<file path="config.mk">
export PLATFORM = sky130hd
export DESIGN_NAME = dmpwm_top
export DESIGN_NICKNAME = d
export VERILOG_FILES = /design/src/rtl/dmpwm_pkg.sv /design/src/rtl/dmpwm_chan.sv /design/src/rtl/dmpwm_top.sv
export SDC_FILE = /design/constraint.sdc
export NUM_CORES = 1
export LEC_CHECK = 0
export ABC_AREA = 1
export BUFFER_PORTS_ARGS = -buffer_cell sky130_fd_sc_hd__buf_2
export CORE_MARGIN = 8
export CORE_UTILIZATION = 56
export CTS_BUF_LIST = sky130_fd_sc_hd__clkbuf_16
export DETAILED_ROUTE_END_ITERATION = 8
export GPL_ROUTABILITY_DRIVEN = 0
export GPL_TIMING_DRIVEN = 0
export PLACE_DENSITY_LB_ADDON = 0.1
export SYNTH_ARGS = -nofsm -noshare
export SYNTH_HDL_FRONTEND = slang
export SYNTH_HIERARCHICAL = 1
export SYNTH_SLANG_ARGS = --single-unit
</file>
<file path="constraint.sdc">
create_clock -name clk -period 3.95 [get_ports clk]
set_input_delay 0 -clock clk [delete_from_list [all_inputs] [get_ports clk]]
set_output_delay 0 -clock clk [all_outputs]
set_load 0.005 [all_outputs]
</file>
<file path="src/rtl/dmpwm_pkg.sv">
// Purpose: shared constants for the dual motor pulse-width block
// Assumes: 8-bit register bytes, register writes arrive from the serial slave
// Notes: addresses are the serial bus register addresses
package dmpwm_pkg;
  localparam int DMPWM_W = 8;
  localparam logic [7:0] DMPWM_ADDR_DUTY_A = 8'h07;
  localparam logic [7:0] DMPWM_ADDR_DUTY_B = 8'h08;
  localparam logic [7:0] DMPWM_DUTY_RST = 8'h00;
  localparam logic [7:0] DMPWM_CNT_ZERO = 8'h00;
  localparam logic [7:0] DMPWM_CNT_ONE = 8'h01;
  typedef enum logic [0:0] {DMPWM_IDLE, DMPWM_RUN} dmpwm_state_t;
endpackage

</file>
<file path="src/rtl/dmpwm_chan.sv">
// Purpose: one motor channel: period divider and phase waveform
// Assumes: period count and duty setting are stable register values
// Notes: a zero duty setting gives the near-half default waveform
`timescale 1ns/1ns
module dmpwm_chan
  import dmpwm_pkg::*;
(
  input wire logic clk,
  input wire logic arst_n,
  input wire logic run,
  input wire logic [7:0] period_count,
  input wire logic [7:0] duty,
  output logic phase
);
  logic [7:0] cnt_reg;
  logic [7:0] cnt_next;
  logic phase_reg;
  logic phase_next;
  logic [7:0] half;

  // period counter and comparator
  always_comb
  begin
    half = period_count >> 1;
    cnt_next = cnt_reg + DMPWM_CNT_ONE;
    if (!run || cnt_reg + DMPWM_CNT_ONE >= period_count)
    begin
      cnt_next = DMPWM_CNT_ZERO;
    end
    if (!run || period_count == DMPWM_CNT_ZERO)
    begin
      phase_next = 1'b0;
    end
    else if (duty == DMPWM_CNT_ZERO)
    begin
      phase_next = (cnt_next < half);
    end
    else
    begin
      phase_next = (cnt_next < duty);
    end
  end

  // counter restarts from zero whenever the channel is stopped
  always_ff @(posedge clk or negedge arst_n)
  begin
    if (!arst_n)
    begin
      cnt_reg <= DMPWM_CNT_ZERO;
      phase_reg <= 1'b0;
    end
    else
    begin
      cnt_reg <= cnt_next;
      phase_reg <= phase_next;
    end
  end

  assign phase = phase_reg;
endmodule

</file>
<file path="src/rtl/dmpwm_top.sv">
// Purpose: duty settings for two motors and their drive waveforms
// Assumes: serial slave decodes bytes into a write strobe, address and data
// Notes: power_down_n is taken as synchronous to clk
`timescale 1ns/1ns
// Operation
// - each motor keeps its own pulse-width setting driving its own waveform
// - settings load zero at reset and while power_down_n is low
// - setting zero gives about half duty
// - nonzero setting is a count of master clock cycles of high time
// - power_down_n low gives stand-by with counters idle
// - switching period is master clock divided by period count
// - setting A at address 07h, setting B at 08h
// - phase outputs low in power-down or when motor stopped
module dmpwm_top
  import dmpwm_pkg::*;
(
  input wire logic clk,
  input wire logic arst_n,
  input wire logic power_down_n,
  input wire logic reg_wr,
  input wire logic [7:0] reg_addr,
  input wire logic [7:0] reg_wdata,
  output logic [7:0] reg_rdata,
  input wire logic [7:0] period_count_a,
  input wire logic [7:0] period_count_b,
  input wire logic motor_on_a,
  input wire logic motor_on_b,
  output logic [7:0] duty_a,
  output logic [7:0] duty_b,
  output logic phase_a,
  output logic phase_b,
  output logic standby
);
  logic [7:0] duty_a_reg;
  logic [7:0] duty_a_next;
  logic [7:0] duty_b_reg;
  logic [7:0] duty_b_next;
  logic [7:0] rdata_reg;
  logic [7:0] rdata_next;
  dmpwm_state_t state_reg;
  dmpwm_state_t state_next;
  logic standby_reg;
  logic standby_next;
  logic hit_a;
  logic hit_b;
  logic run_a;
  logic run_b;

  ////////////////////////////////////////////////////////////////////
  // write decode; a byte is taken only while power_down_n is high
  // the serial slave pulses reg_wr once per byte, but a held strobe
  // is harmless: it just rewrites the same value on every cycle
  always_comb
  begin
    hit_a = 1'b0;
    hit_b = 1'b0;
    if (reg_wr && power_down_n)
    begin
      unique case (reg_addr)
        DMPWM_ADDR_DUTY_A:
        begin
          hit_a = 1'b1;
        end
        DMPWM_ADDR_DUTY_B:
        begin
          hit_b = 1'b1;
        end
        default:
        begin
          // period, pulse and voltage bytes belong to other blocks
          hit_a = 1'b0;
          hit_b = 1'b0;
        end
      endcase
    end
  end

  ////////////////////////////////////////////////////////////////////
  // duty settings; power-down overrides any write in the same cycle,
  // so no stale setting survives a pass through stand-by
  always_comb
  begin
    duty_a_next = duty_a_reg;
    duty_b_next = duty_b_reg;
    if (!power_down_n)
    begin
      duty_a_next = DMPWM_DUTY_RST;
      duty_b_next = DMPWM_DUTY_RST;
    end
    else
    begin
      if (hit_a)
      begin
        duty_a_next = reg_wdata;
      end
      if (hit_b)
      begin
        duty_b_next = reg_wdata;
      end
    end
  end

  // settings hold until the next write or power-down
  always_ff @(posedge clk or negedge arst_n)
  begin
    if (!arst_n)
    begin
      duty_a_reg <= DMPWM_DUTY_RST;
      duty_b_reg <= DMPWM_DUTY_RST;
    end
    else
    begin
      duty_a_reg <= duty_a_next;
      duty_b_reg <= duty_b_next;
    end
  end

  ////////////////////////////////////////////////////////////////////
  // read path; registered, so data follows the address by one cycle
  // unmapped addresses read as zero instead of echoing a neighbour
  always_comb
  begin
    unique case (reg_addr)
      DMPWM_ADDR_DUTY_A:
      begin
        rdata_next = duty_a_reg;
      end
      DMPWM_ADDR_DUTY_B:
      begin
        rdata_next = duty_b_reg;
      end
      default:
      begin
        rdata_next = DMPWM_DUTY_RST;
      end
    endcase
  end

  // answer register for the serial slave
  always_ff @(posedge clk or negedge arst_n)
  begin
    if (!arst_n)
    begin
      rdata_reg <= DMPWM_DUTY_RST;
    end
    else
    begin
      rdata_reg <= rdata_next;
    end
  end

  ////////////////////////////////////////////////////////////////////
  // stand-by state: counters held idle to save activity
  // standby gets its own flop so the pin carries no decode glitch
  always_comb
  begin
    state_next = state_reg;
    unique case (state_reg)
      DMPWM_IDLE:
      begin
        state_next = power_down_n ? DMPWM_RUN : DMPWM_IDLE;
      end
      DMPWM_RUN:
      begin
        state_next = power_down_n ? DMPWM_RUN : DMPWM_IDLE;
      end
    endcase
    standby_next = (state_next == DMPWM_IDLE);
  end

  // stand-by is reported while reset holds the block
  always_ff @(posedge clk or negedge arst_n)
  begin
    if (!arst_n)
    begin
      state_reg <= DMPWM_IDLE;
      standby_reg <= 1'b1;
    end
    else
    begin
      state_reg <= state_next;
      standby_reg <= standby_next;
    end
  end

  ////////////////////////////////////////////////////////////////////
  // a stopped motor or power-down keeps its phase low; power_down_n is
  // used directly as well, so the phases drop without the state lag
  assign run_a = (state_reg == DMPWM_RUN) && power_down_n && motor_on_a;
  assign run_b = (state_reg == DMPWM_RUN) && power_down_n && motor_on_b;

  ////////////////////////////////////////////////////////////////////
  // one waveform generator per motor; the setting is a raw cycle count,
  // so its step in percent shrinks as the period count grows
  dmpwm_chan u_chan_a (
    .clk(clk),
    .arst_n(arst_n),
    .run(run_a),
    .period_count(period_count_a),
    .duty(duty_a_reg),
    .phase(phase_a)
  );

  dmpwm_chan u_chan_b (
    .clk(clk),
    .arst_n(arst_n),
    .run(run_b),
    .period_count(period_count_b),
    .duty(duty_b_reg),
    .phase(phase_b)
  );

  // every output is a flop, either here or inside a channel
  assign duty_a = duty_a_reg;
  assign duty_b = duty_b_reg;
  assign reg_rdata = rdata_reg;
  assign standby = standby_reg;
endmodule

</file>
==> impl_results.md <==
- Worst hold path class: input pin to register
- Die height: 93.4 um
- Share of the synthesized area in the top cell type: ~32%
- Clock slew at reported path FFs: around 0.060 ns
- Post-CTS sizing: 0
- DR vias: just under 3000
- Leak: 2.50 nW
- Relative slew slack: between 30 and 40%
- Number of global-route vias before repair: 3086
- Clock tree from TritonCTS: yes
- Hold Fails Final Rpt: 0
- Setup crit end kind: register
- Io pins: 65
- Top cells by area, synth: dfrtp_1 (32%), ha_1 (16%), nand2_1 (14%), inv_1 (9.5%), nand3_1 (4.0%)
- Routed met3 length: 369 um
- Ys async rst share: 100%
- Dpl hpwl: roughly 6.5 mm
- # diodes: 0
- Synth warn: 6
- Skew-Pair Late Insertion Delay: 0.28 ns
- Reg-to-Reg End: u_chan_b/phase
- Peak Freq: 290 MHz
- Worst setup SP type: register
- Pwr Density: about 240 mW/mm^2
- Total power: 954 uW
- Avg Vias per Cell: a little under 5
- Drt first pass iters: 4
- Final WL: a little over 8 mm
- R2r startpoint: u_chan_b/cnt_reg[0]
- Netlist Area Pre-Place: 0.00336 sq mm
- Synth Instances: 445
- Placed cell areas: between 0.003 and 0.004 sq mm
- Synth area leader: dfrtp_1
- Status: completed
- Num rows: 28
- Tmin final: about 3.5 ns
- Hold Startpoint: reg_wdata[6]
- Initial antenna violation count: 0
- Fin Hold WS: 0.0290 ns
- R2R setup slack: ~0.50 ns
- Max Cap Viol: 0
- Worst Clk Skew: 0.00489 ns
- Least-Margin Pin Slew: ~1 ns
- Number of flops mapped to enable cells by yosys: 0
- Sequential area share after synthesis: about a third
- WL/cell: between 10 and 15 um
- Tcrit/Tclk final: roughly 87%
- Synthesis-to-finish area growth: 17.1%
- Setup TNS: 0 ns
- VDD IR-drop max: 0.199 mV
- Clock Sinks: 44
- Final slew viol count: 0
- DRC viols: 0
- WL met2: slightly above 4 mm
- # Post-CTS Setup Buffers: 0
- WL met1: ~3.6 mm
- CTS root buffer: clkbuf_16
- Initial Util: 57.4%
- Initial DRC Count: between 100 and 150
- FF-to-FF path depth: 19
- Syn Nets: roughly 530
- Clock buffer depth: 2
- Critical Path AT: 3.67 ns
- Syn Area/Cell: between 7 and 8 sq um
- Crit-path max FO: 6
- H-tree depth: 2
- Final setup fails: 0
- Most frequent cells after synthesis: nand2_1 (125), inv_1 (85), ha_1 (44)
- WHS Endpoint: duty_b[6]
- Synth cell types: 39
- Post-route cell area: between 0.003 and 0.004 sq mm
- First-pass GRT wire length: ~14 mm
- Synth Register Bits: 44
- CORE AREA: roughly 0.0059 sq mm
- Crit path kind: register to register
- DRT antenna net count: 0
- DIE AREA: 0.00873 sq mm
- Die Width: roughly 93 um
- Largest net degree at the start of global routing: 45
- Inserted Clock Buffers: 5
- DR top layer: met4
- Port-buffer cells: 64
- Final #Nets: 600
- Count leader, synth: nand2_1
- Total Routing Usage GR: 19.5%
- RSZ-0062 raised after global routing: false
- Layout cell share with drive strength beyond 1: a little over a fifth
- Most used DFF post-synth: dfrtp_1
- Worst hold path cell count: 5
- Total grt overflow: 0
- Required time of the critical path: 4.16 ns
==> how the worst max path moves through the flow <==
| stage | startpoint | endpoint | cells past startpoint |
|---|---|---|---|
| 6_report | u_chan_b/cnt_reg[0] | u_chan_b/phase | 19 |
| 4_1_cts | u_chan_b/cnt_reg[0] | u_chan_b/phase | 19 |
| 5_1_grt | u_chan_b/cnt_reg[0] | u_chan_b/phase | 19 |
| 3_3_place_gp | u_chan_b/cnt_reg[0] | u_chan_b/phase | 19 |
| 2_1_floorplan | u_chan_a/cnt_reg[0] | u_chan_a/phase | 19 |
| 3_5_place_dp | u_chan_b/cnt_reg[0] | u_chan_b/phase | 19 |
==> report_power, final <==
group / internal [mW] / total [mW] / switching (mW)
logic: 0.0384 / 0.102 / 0.0638
clock network: 0.230 / 0.395 / 0.165
registers: 0.454 / 0.457 / 0.00236
==> worst max-delay path, cell delays in order, from the launching register on <==
cell       delay (ns)
dfrtp_1          0.41
ha_1             0.23
nand2_1          0.12
inv_1            0.09
nand4_1          0.09
xor2_1           0.20
inv_1            0.07
ha_1             0.27
nand2_1          0.08
nor2_1           0.05
nor2_1           0.11
and2_1           0.18
inv_1            0.12
nor3_1           0.47
ha_1             0.36
a21oi_1          0.16
o2111ai_1        0.12
inv_1            0.08
nand2_1          0.07
a21oi_2          0.12
==> through the flow <==
stage | utilization, % | setup WS (ns) | std cells
2_1_floorplan | - | 1.12 | 445
3_3_place_gp | 64.5 | 0.654 | 584
3_5_place_dp | 64.5 | 0.596 | 584
4_1_cts | 67.2 | 0.497 | 594
5_1_grt | 67.2 | 0.168 | 594
6_report | 67.2 | 0.498 | 594
==> cell families (layout without fill, tap and decap cells) <==
logic type | count (synthesis) | after routing | synth area share [%]
buf+inv | 96 | 170 | 11.2
fa+ha+maj | 44 | 44 | 16.4
flops | 44 | 44 | 32.8
simple gates | 231 | 231 | 33.5
compound gates | 25 | 25 | 4.73
xor+xnor | 5 | 5 | 1.30
==> layout by cell type (no fill, tap or decap), drive strengths merged, types with 2 or more instances in the layout <==
cell type / netlist / routed
nor3b: 2 / 2
nor3: 5 / 5
nor2: 37 / 37
clkinv: 2 / 5
nand3b: 2 / 2
and2: 2 / 2
o21ai: 3 / 3
nand4: 5 / 5
inv: 90 / 90
a21oi: 14 / 14
ha: 44 / 44
nand3: 30 / 30
dlygate4sd3: 0 / 2
buf: 4 / 68
xor2: 5 / 5
clkbuf: 0 / 5
and3: 2 / 2
nor4: 3 / 3
dfrtp: 43 / 43
o41ai: 2 / 2
nand2: 143 / 143
==> layer usage <==
metal	vias up	global-route usage [%]
li1	1532	-
met1	1333	23.8
met2	72	34.1
met3	6	3.77
met4	0	5.23
met5	-	0
==> timing repair <==
action,4_1_cts,5_1_grt
setup endpoints to repair,0,0
hold buffers,2,0
hold endpoints to repair,44,0
==> final cells by class <==
cell class                      count  area, sq um
Fill cell                         541         1920
Multi-Input combinational cell    305         1880
Sequential cell                    44         1100
Inverter                           92          352
Timing Repair Buffer               66          340
Clock buffer                        5          125
Tap cell                           75         93.8
Buffer                              4         25.0
Clock inverter                      3         13.8
No activity file was read; power rests on OpenSTA's default activity.
